File: config.mk
export PLATFORM = sky130hd
export DESIGN_NAME = rx_ctrl_serial
export DESIGN_NICKNAME = d
export VERILOG_FILES = /design/src/design/rx_ctrl_pkg.sv /design/src/design/rx_ctrl_serial.sv
export SDC_FILE = /design/constraint.sdc
export NUM_CORES = 1
export LEC_CHECK = 0
export BUFFER_PORTS_ARGS = -buffer_cell sky130_fd_sc_hd__buf_2
export CORE_MARGIN = 5
export CORE_UTILIZATION = 57
export CTS_CLUSTER_DIAMETER = 150
export DETAILED_ROUTE_END_ITERATION = 7
export GPL_ROUTABILITY_DRIVEN = 0
export GPL_TIMING_DRIVEN = 1
export PLACE_DENSITY = 0.85
export SLEW_MARGIN = 20
export SYNTH_ARGS = -nofsm -noshare
export SYNTH_HDL_FRONTEND = slang
export SYNTH_SLANG_ARGS = --single-unit
File: constraint.sdc
create_clock -name clk_sys_in -period 14.5 [get_ports clk_sys_in]
set_input_delay 0.725 -clock clk_sys_in [delete_from_list [all_inputs] [get_ports clk_sys_in]]
set_output_delay 0.725 -clock clk_sys_in [all_outputs]
set_load 0.1 [all_outputs]
File: src/design/rx_ctrl_pkg.sv
// Constants and types for the receiver control block
package rx_ctrl_pkg;
	// Register file
	localparam int NUM_REGS = 11;
	localparam logic [3:0] LAST_ADDR = 4'hA;
	localparam logic [31:0] REG_RESET [NUM_REGS] = '{
		32'hBEA41603, 32'h20550288, 32'h0EAFA1DC, 32'h698C0008,
		32'h00C00080, 32'h08000070, 32'h08000000, 32'h010061B2,
		32'h01E0F401, 32'h00C00002, 32'h010061B0};
	// Control fields steering the block
	localparam logic [3:0] ADDR_OUT_CTRL = 4'h6;
	localparam int DIG_MODE_BIT = 27;
	localparam int MON_EN_BIT = 26;
	localparam logic [3:0] ADDR_CLK_CTRL = 4'h7;
	localparam int EXT_CLK_BIT = 0;
	// Serial frame: 4 address bits, 1 read bit, 32 data bits, MSB first
	localparam logic [5:0] HEAD_LAST = 6'h04;
	localparam logic [5:0] DATA_LAST = 6'h1F;
	localparam logic [5:0] DATA_BITS = 6'h20;
	// Internal ADC clock: one sample every ADC_DIV_LAST+1 cycles
	localparam logic [2:0] ADC_DIV_LAST = 3'h7;

	typedef enum logic [1:0] {
		ST_IDLE = 2'b00,
		ST_HEAD = 2'b01,
		ST_WRITE = 2'b11,
		ST_READ = 2'b10
	} serial_state_e;

	typedef struct packed {
		logic [1:0] i;
		logic [1:0] q;
	} adc_sample_s;
endpackage : rx_ctrl_pkg

File: src/design/rx_ctrl_serial.sv
// Receiver control: three-wire configuration port, registers and control pins
`timescale 1ns/1ps
`default_nettype none
// Summary of operation
// - Incoming serial bits are sampled on each serial clock rising edge.
// - Read data changes on the serial clock falling edge.
// - Three wires only: select, host clock, one shared data line.
// - Lock indicator is high while the PLL is locked, else low.
// - Shutdown low switches every function off except the ADC clock select output.
// - ADCs may be clocked from the external ADC clock input.
// - Digital mode presents Q sample bits 0 and 1.
// - Digital mode presents I sample bits 0 and 1.
// - Analog I goes to the monitor pins only when monitor enable is 1.
// - All configuration registers take their reset values at power-up.
module rx_ctrl_serial
	import rx_ctrl_pkg::*;
(
	// Clock and reset
	input wire logic clk_sys_in,
	input wire logic arst_n_in,
	// Three-wire serial link
	input wire logic chip_select_low_in,
	input wire logic serial_clock_in,
	input wire logic serial_data_line_in,
	output logic serial_data_line_out,
	output logic serial_data_line_oe_out,
	// Control and status pins
	input wire logic shutdown_low_in,
	input wire logic pll_locked_in,
	input wire logic external_adc_clock_input_in,
	input wire adc_sample_s adc_sample_in,
	output logic pll_lock_indicator_out,
	output logic adc_ext_clock_sel_out,
	// Sample and monitor outputs
	output logic q_sample_bit_zero_out,
	output logic q_sample_bit_one_out,
	output logic i_sample_bit_zero_out,
	output logic i_sample_bit_one_out,
	output logic analog_monitor_pos_out,
	output logic analog_monitor_neg_out
);
	logic [1:0] rst_pipe_reg;
	logic [9:0] sync1_reg;
	logic [9:0] sync2_reg;
	logic sclk_prev_reg;
	logic cs_prev_reg;
	logic ext_prev_reg;
	serial_state_e state_reg;
	serial_state_e state_next;
	logic [5:0] cnt_reg;
	logic [4:0] head_reg;
	logic [3:0] addr_reg;
	logic [31:0] wr_shift_reg;
	logic [31:0] tx_reg;
	logic [2:0] div_reg;
	logic [31:0] cfg_reg [NUM_REGS];

	// Reset release through two flops
	always_ff @(posedge clk_sys_in or negedge arst_n_in) begin
		if (!arst_n_in)
			rst_pipe_reg <= 2'b00;
		else
			rst_pipe_reg <= {rst_pipe_reg[0], 1'b1};
	end
	wire rst_n = rst_pipe_reg[1];

	// All pins are asynchronous to clk_sys; the link clock is only sampled
	wire [9:0] pins_raw = {chip_select_low_in, serial_clock_in, serial_data_line_in,
		shutdown_low_in, pll_locked_in, external_adc_clock_input_in, adc_sample_in};
	always_ff @(posedge clk_sys_in or negedge rst_n) begin
		if (!rst_n) begin
			// Idle pin levels, so that no false edge follows reset
			sync1_reg <= 10'h240;
			sync2_reg <= 10'h240;
		end else begin
			sync1_reg <= pins_raw;
			sync2_reg <= sync1_reg;
		end
	end
	wire cs_s = sync2_reg[9];
	wire sclk_s = sync2_reg[8];
	wire data_s = sync2_reg[7];
	wire shutdown_low_s = sync2_reg[6];
	wire lock_s = sync2_reg[5];
	wire ext_s = sync2_reg[4];
	adc_sample_s smp_s;
	assign smp_s = sync2_reg[3:0];

	always_ff @(posedge clk_sys_in or negedge rst_n) begin
		if (!rst_n) begin
			sclk_prev_reg <= 1'b0;
			cs_prev_reg <= 1'b1;
			ext_prev_reg <= 1'b0;
		end else begin
			sclk_prev_reg <= sclk_s;
			cs_prev_reg <= cs_s;
			ext_prev_reg <= ext_s;
		end
	end

	// Edge decode; shutdown gates the whole link
	wire sclk_rise = sclk_s & ~sclk_prev_reg;
	wire sclk_fall = ~sclk_s & sclk_prev_reg;
	wire ext_rise = ext_s & ~ext_prev_reg;
	wire selected = shutdown_low_s & ~cs_s;
	wire cs_fall = ~cs_s & cs_prev_reg;
	wire bit_in = selected & sclk_rise;
	wire bit_out = selected & sclk_fall;
	wire head_done = (state_reg == ST_HEAD) & bit_in & (cnt_reg == HEAD_LAST);
	wire head_mapped = head_reg[3:0] <= LAST_ADDR;
	wire [31:0] rd_word = head_mapped ? cfg_reg[head_reg[3:0]] : 32'h00000000;
	wire [31:0] wr_word = {wr_shift_reg[30:0], data_s};
	wire wr_commit = (state_reg == ST_WRITE) & bit_in & (cnt_reg == DATA_LAST)
		& (addr_reg <= LAST_ADDR);
	wire tx_done = (state_reg == ST_READ) & bit_out & (cnt_reg == DATA_BITS);

	always_comb begin
		state_next = state_reg;
		unique case (state_reg)
			ST_IDLE: begin
				if (selected && cs_fall)
					state_next = ST_HEAD;
			end
			ST_HEAD: begin
				if (head_done)
					state_next = data_s ? ST_READ : ST_WRITE;
			end
			ST_WRITE: begin
				if (bit_in && cnt_reg == DATA_LAST)
					state_next = ST_IDLE;
			end
			ST_READ: begin
				if (tx_done)
					state_next = ST_IDLE;
			end
		endcase
		if (!selected)
			state_next = ST_IDLE;
	end

	always_ff @(posedge clk_sys_in or negedge rst_n) begin
		if (!rst_n)
			state_reg <= ST_IDLE;
		else
			state_reg <= state_next;
	end

	// Bit counter and header capture
	always_ff @(posedge clk_sys_in or negedge rst_n) begin
		if (!rst_n) begin
			cnt_reg <= 6'h00;
			head_reg <= 5'h00;
			addr_reg <= 4'h0;
		end else if (state_reg == ST_IDLE) begin
			cnt_reg <= 6'h00;
		end else if (head_done) begin
			cnt_reg <= 6'h00;
			addr_reg <= head_reg[3:0];
		end else if ((state_reg == ST_READ) ? bit_out : bit_in) begin
			cnt_reg <= cnt_reg + 6'h01;
			head_reg <= {head_reg[3:0], data_s};
		end
	end

	// Write data shifts in on rising edges
	always_ff @(posedge clk_sys_in or negedge rst_n) begin
		if (!rst_n)
			wr_shift_reg <= 32'h00000000;
		else if (state_reg == ST_WRITE && bit_in)
			wr_shift_reg <= wr_word;
	end

	// Read data: loaded after the header, driven out on falling edges
	always_ff @(posedge clk_sys_in or negedge rst_n) begin
		if (!rst_n) begin
			tx_reg <= 32'h00000000;
			serial_data_line_out <= 1'b0;
			serial_data_line_oe_out <= 1'b0;
		end else if (state_next != ST_READ) begin
			serial_data_line_oe_out <= 1'b0;
		end else if (head_done) begin
			tx_reg <= rd_word;
		end else if (bit_out) begin
			serial_data_line_out <= tx_reg[31];
			serial_data_line_oe_out <= 1'b1;
			tx_reg <= {tx_reg[30:0], 1'b0};
		end
	end

	// Configuration registers; contents survive shutdown
	for (genvar r = 0; r < NUM_REGS; r++) begin : g_cfg
		always_ff @(posedge clk_sys_in or negedge rst_n) begin
			if (!rst_n)
				cfg_reg[r] <= REG_RESET[r];
			else if (wr_commit && addr_reg == 4'(r))
				cfg_reg[r] <= wr_word;
		end
	end

	wire ext_sel = cfg_reg[ADDR_CLK_CTRL][EXT_CLK_BIT];
	wire dig_mode = cfg_reg[ADDR_OUT_CTRL][DIG_MODE_BIT];
	wire mon_en = cfg_reg[ADDR_OUT_CTRL][MON_EN_BIT];

	// Internal ADC clock as an enable; external clock only as found edges
	always_ff @(posedge clk_sys_in or negedge rst_n) begin
		if (!rst_n)
			div_reg <= 3'h0;
		else
			div_reg <= (div_reg == ADC_DIV_LAST) ? 3'h0 : div_reg + 3'h1;
	end
	wire int_tick = div_reg == ADC_DIV_LAST;
	wire smp_strobe = ext_sel ? ext_rise : int_tick;
	wire smp_load = shutdown_low_s & dig_mode & smp_strobe;
	wire smp_clear = ~shutdown_low_s | ~dig_mode;

	always_ff @(posedge clk_sys_in or negedge rst_n) begin
		if (!rst_n) begin
			{q_sample_bit_one_out, q_sample_bit_zero_out} <= 2'b00;
			{i_sample_bit_one_out, i_sample_bit_zero_out} <= 2'b00;
		end else if (smp_clear) begin
			{q_sample_bit_one_out, q_sample_bit_zero_out} <= 2'b00;
			{i_sample_bit_one_out, i_sample_bit_zero_out} <= 2'b00;
		end else if (smp_load) begin
			{q_sample_bit_one_out, q_sample_bit_zero_out} <= smp_s.q;
			{i_sample_bit_one_out, i_sample_bit_zero_out} <= smp_s.i;
		end
	end

	// Monitor stands in for analog I as a differential sign pair
	always_ff @(posedge clk_sys_in or negedge rst_n) begin
		if (!rst_n) begin
			analog_monitor_pos_out <= 1'b0;
			analog_monitor_neg_out <= 1'b0;
			pll_lock_indicator_out <= 1'b0;
			adc_ext_clock_sel_out <= 1'b0;
		end else begin
			analog_monitor_pos_out <= shutdown_low_s & mon_en & smp_s.i[1];
			analog_monitor_neg_out <= shutdown_low_s & mon_en & ~smp_s.i[1];
			pll_lock_indicator_out <= shutdown_low_s & lock_s;
			adc_ext_clock_sel_out <= ext_sel;
		end
	end
endmodule : rx_ctrl_serial
`default_nettype wire

## Yosys cells after proc, flatten, opt, wreduce, memory -nomap -nowiden

Index checks and enable logic that the tools add are counted.
Widths: inputs -> output; s select.

- Add/sub/neg operators: 2
- Order comparisons: 3
- Eq/ne operators: 19
- Mux-type cells: 30
- Bitwise logic cells: 32
- Reductions and logical operators: 25

Operator list:

| operator | number |
|---|---|
| $mux 32 | 5 |
| $bmux 32 s4 | 1 |
| $and 1x1->1 | 20 |
| $mux 6 | 3 |
| $eq 4x3->1 const B | 4 |
| $logic_and 1x1->1 | 14 |
| $mux 1 | 14 |
| $eq 4x4->1 const B | 3 |
| $mux 2 | 5 |
| $not 1->1 | 10 |
| $eq 4x2->1 const B | 2 |
| $le 4x4->1 const B | 2 |
| $pmux 2 s4 | 1 |
| $add 6x1->6 const B | 1 |
| $eq 6x3->1 const B | 1 |
| $eq 6x5->1 const B | 1 |
| $eq 6x6->1 const B | 1 |
| $reduce_and 2->1 | 3 |
| $reduce_and 3->1 | 2 |
| $reduce_bool 2->1 | 3 |
| $ge 5x5->1 const B | 1 |
| $not 4->5 | 1 |
| $eq 2x2->1 const B | 2 |
| $eq 4x1->1 const B | 1 |
| 10 further kinds | 10 |

- Register bits after elaboration: 469
- Bits of input ports: 12
- Output and inout port bits: 10
- Word-level logic and storage cells: 145

## Logic depth before layout (Yosys ltp)

- Word-level depth: 11
- Depth in mapped cells: 8
- Depth with buffers taken out: 7

## Worst setup path before layout

OpenSTA, ideal clock, no wires.

- Path type: reg2reg
- From: register cnt_reg[0]
- To: register tx_reg[10]
- Library setup time: 0.125 ns
- Arrival time: 2.235 ns
- Data required time: 14.375 ns
- Setup slack: 12.140 ns
- Cell stages (with the launch flop): 8
- Buffers on the path: 1
- Clock period less this slack: 2.360 ns
- Path through: dfrtp_1 > ha_1 > and4_1 > a2111oi_0 > o21ai_0 > a21oi_2 > buf_2 > mux2_2

- Longest elaborated chain between the ends: 8
- Elaborated cells between the ends (all ways): 16
- Classes of those cells: eq/ne: 4; mux: 6; bitwise: 3; reduce/logical: 3

RTL lines:

| element | line | text |
|---|---|---|
| start, declared | rx_ctrl_serial.sv:50 | `logic [5:0] cnt_reg;` |
| start signal, assigned | rx_ctrl_serial.sv:160 | `cnt_reg <= cnt_reg + 6'h01;` |
| $eq 6x6->1, or another cell as far along | rx_ctrl_serial.sv:115 | `wire tx_done = (state_reg == ST_READ) & bit_out & (cnt_reg == DATA_BITS);` |
| $and 1x1->1, or another cell as far along | rx_ctrl_serial.sv:115 |  |
| $mux 2, on equally long branches | rx_ctrl_serial.sv:133, rx_ctrl_serial.sv:125, rx_ctrl_serial.sv:129 |  |
| $pmux 2 s4 | rx_ctrl_serial.sv:119 | `unique case (state_reg)` |
| $mux 2 | rx_ctrl_serial.sv:137 | `if (!selected)` |
| $ne 2x2->1 | rx_ctrl_serial.sv:179 | `end else if (state_next != ST_READ) begin` |
| $not 1->1 (no source line) | -- |  |
| $reduce_and 2->1 (no source line) | -- |  |
| end signal, assigned | rx_ctrl_serial.sv:182 | `tx_reg <= rd_word;` |
| end signal, assigned | rx_ctrl_serial.sv:186 | `tx_reg <= {tx_reg[30:0], 1'b0};` |
| end, declared | rx_ctrl_serial.sv:54 | `logic [31:0] tx_reg;` |

Parallel ways exist; a longest one is shown, timed or not.
A chain may end at the register's enable or synchronous reset.

## Final worst setup path

- From: register cnt_reg[0]
- To: register cfg_reg[326] in the netlist's numbering

- Longest elaborated chain between the ends: 4

RTL lines:

| element | line | text |
|---|---|---|
| $eq 6x5->1 | rx_ctrl_serial.sv:113 | `wire wr_commit = (state_reg == ST_WRITE) & bit_in & (cnt_reg == DATA_LAST)` |
| $and 1x1->1 | rx_ctrl_serial.sv:113 |  |
| $and 1x1->1 | rx_ctrl_serial.sv:114 | `& (addr_reg <= LAST_ADDR);` |
| $logic_and 1x1->1 | rx_ctrl_serial.sv:195 | `else if (wr_commit && addr_reg == 4'(r))` |
| end signal, assigned by index | rx_ctrl_serial.sv:194 | `cfg_reg[r] <= REG_RESET[r];` |
| end signal, assigned by index | rx_ctrl_serial.sv:196 | `cfg_reg[r] <= wr_word;` |
| end, declared | rx_ctrl_serial.sv:56 | `logic [31:0] cfg_reg [NUM_REGS];` |

No other way between the ends.

==> run summary <==
CP arrival -> 3770 ps
Max Clock Skew -> 19.9 ps
Sequential share of the synthesized area -> 0.570
Worst-Margin Slew -> 1140 ps
Top cell type's share of synthesized area -> 0.459
Via/cell ratio -> 6.20
Yosys warnings -> 0
DR DRC count -> 0
Slew margin rel. -> 0.238
Syn Inst Count -> 1,375
Total power -> 2.66 mW
Leak -> 10.7 nW
Cts bufs inserted -> 48
Initial Util -> 0.573
Core box area -> 36,300 µm²
Status -> complete, no violations
Die height -> 201 µm
GR Util All Layers -> 0.216
First-pass GRT wire length -> 70.6 mm
Combinational power share -> 0.026
Pre-CTS setup slack -> 11,230 ps
CTS Buffer Depth -> 3
Crit Path Class -> register to register
Min Tclk post-route -> 3350 ps
Chip Width -> 201 µm
Top post-synthesis cells by count -> dfrtp_1 (381), mux2_2 (381), dfstp_2 (88)
Share of cells above drive strength 1 -> 0.490
FF+latch count, synth -> 469
VDD IR max -> 0.108 mV
Final ANT Viol Nets -> 0
CP max FO -> 22
Endpoints failing setup -> 0
# rows -> 70
# Max-Cap Violations -> 0
Initial drt markers -> 571
Clock power share -> 0.474
Fraction of registers with async set/reset -> 1.00
Largest area contributor in the netlist -> dfrtp_1
Post-cts repair resize count -> 0
Worst path required time -> 14,930 ps
IO buf count -> 21
PD cells -> 116 nW/µm²
Hold crit path type -> primary input to register
CTS tree -> built
Final hold vios -> 0
Cell Count Post-Placement -> 1,765
Top post-synthesis cells by area -> dfrtp_1 (46%), mux2_2 (21%), dfstp_2 (11%), mux4_2 (6.9%), mux2i_1 (3.1%)
Internal power -> 2.09 mW
CP endpoint kind -> register
Max reg flops -> 352
Finished Core Util -> 0.631
Initial antenna violation count -> 0
Min Hold Slack -> 269 ps
Ys flop type -> dfrtp_1
Die Area -> 40,300 µm²
Routed via count -> 11,500
Max Clk Rate -> 0.299 GHz
Final Cell Area -> 22,900 µm²
Synth-to-layout area growth -> 10.1%
Finished Layout Cells -> 1,856
Post-synth cell types -> 48
NetSw -> 0.564 mW
Mapped Nets -> 1,391
EDFF count, synth -> 0
Hold depth -> 1
CTS root buffer -> clkbuf_16
Final WS setup -> 11,150 ps
Wire per inst -> 23.2 µm
Switch share -> 0.212
H-tree depth -> 2
Syn Area/Cell -> 15.1 µm²
CP Launch Type -> register
Period Utilization, post-route -> 0.231
Diode count -> 0
Total placed instance area -> 21,200 µm²
Clock sink count -> 469
Final WL -> 43.0 mm
Clock-pin transition on the worst setup and hold timing paths -> 70 ps
RSZ-0062 raised after global routing -> no
First-pass DRT Iterations -> 4
Sequential power share -> 0.500
IO Count -> 22
Final Max Slew Viols -> 0
Total global routing overflow -> 0
Post-layout nets -> 1,364
Syn Std Cell Area -> 20,800 µm²
Setup_tns -> 0 ps
Clk_lat worst skew -> 560 ps
DP HPWL -> 22.9 mm
Largest net degree at the start of global routing -> 191
Vias in the first global route -> 12,500
Reg2Reg Depth -> 7
## placed cells by master, fill, tap and decap left out, types with 21 or more instances in the layout
master and instances:
a211o_1 31, a2bb2oi_1 31, buf_2 21, buf_4 23
clkbuf_16 49, dfrtp_1 377, dfstp_2 88, mux2_1 46
mux2_2 381, mux2i_1 64, mux4_2 64, nor3_1 66
## what timing repair did
item / CTS / global route
endpoints found under the hold margin: 2 / 0
buffers inserted: 0 / 0
hold buffers: 1 / 0
## kinds of logic after synthesis
kind of cell             after synthesis  share of synthesized area
AND/OR/NAND/NOR                      133                     0.0355
XOR/XNOR                               5                    0.00211
flip-flops                           469                      0.570
other                                  1                   0.000181
adder cells (fa/ha/maj)                4                    0.00241
multiplexers                         555                      0.332
AO/OA/AOI/OAI                         76                     0.0308
buffers and inverters                132                     0.0268
## path summary, 6_finish.rpt
check,start,to,slack [ps]
min in group asynchronous,rst_pipe_reg[1],cfg_reg[111],430
min,chip_select_low_in,sync1_reg[9],270
max in group asynchronous,rst_pipe_reg[1],head_reg[1],11640
min reg2reg,sync1_reg[0],sync2_reg[0],350
max,cnt_reg[0],cfg_reg[326],11150
max reg2reg,cnt_reg[0],cfg_reg[326],11150
## layer usage
metal	GRT usage	share of wire	vias to the layer above
met1	0.304	0.44	6158
met2	0.353	0.49	260
li1	-	-	4994
met3	0.0331	0.040	90
met4	0.0627	0.026	0
met5	0	0	-
## worst max-delay path: stages (launching register included)
cell	delay, ps
dfrtp_1	410
ha_1	200
and4_1	270
and4_1	250
or3b_1	530
nor3_4	640
buf_4	530
mux2_1	370
## power groups by stage
stage	sequential [mW]	combinational (mW)	clock, mW
4_1_cts	1.33	0.0716	1.28
6_report	1.33	0.0701	1.26
3_5_place_dp	1.35	0.0711	0
2_1_floorplan	1.36	0.0408	0
5_1_grt	1.33	0.0767	1.34
3_3_place_gp	1.35	0.0700	0
## final cells by class
type	instances	area, µm²
tap	468	586
sequential	469	11900
clock inverter	17	174
multi-input combinational	774	8430
timing repair buffer	47	319
fill	2533	13400
clock buffer	73	1480
inverter	8	30.0
No activity file was read; power rests on OpenSTA's default activity.
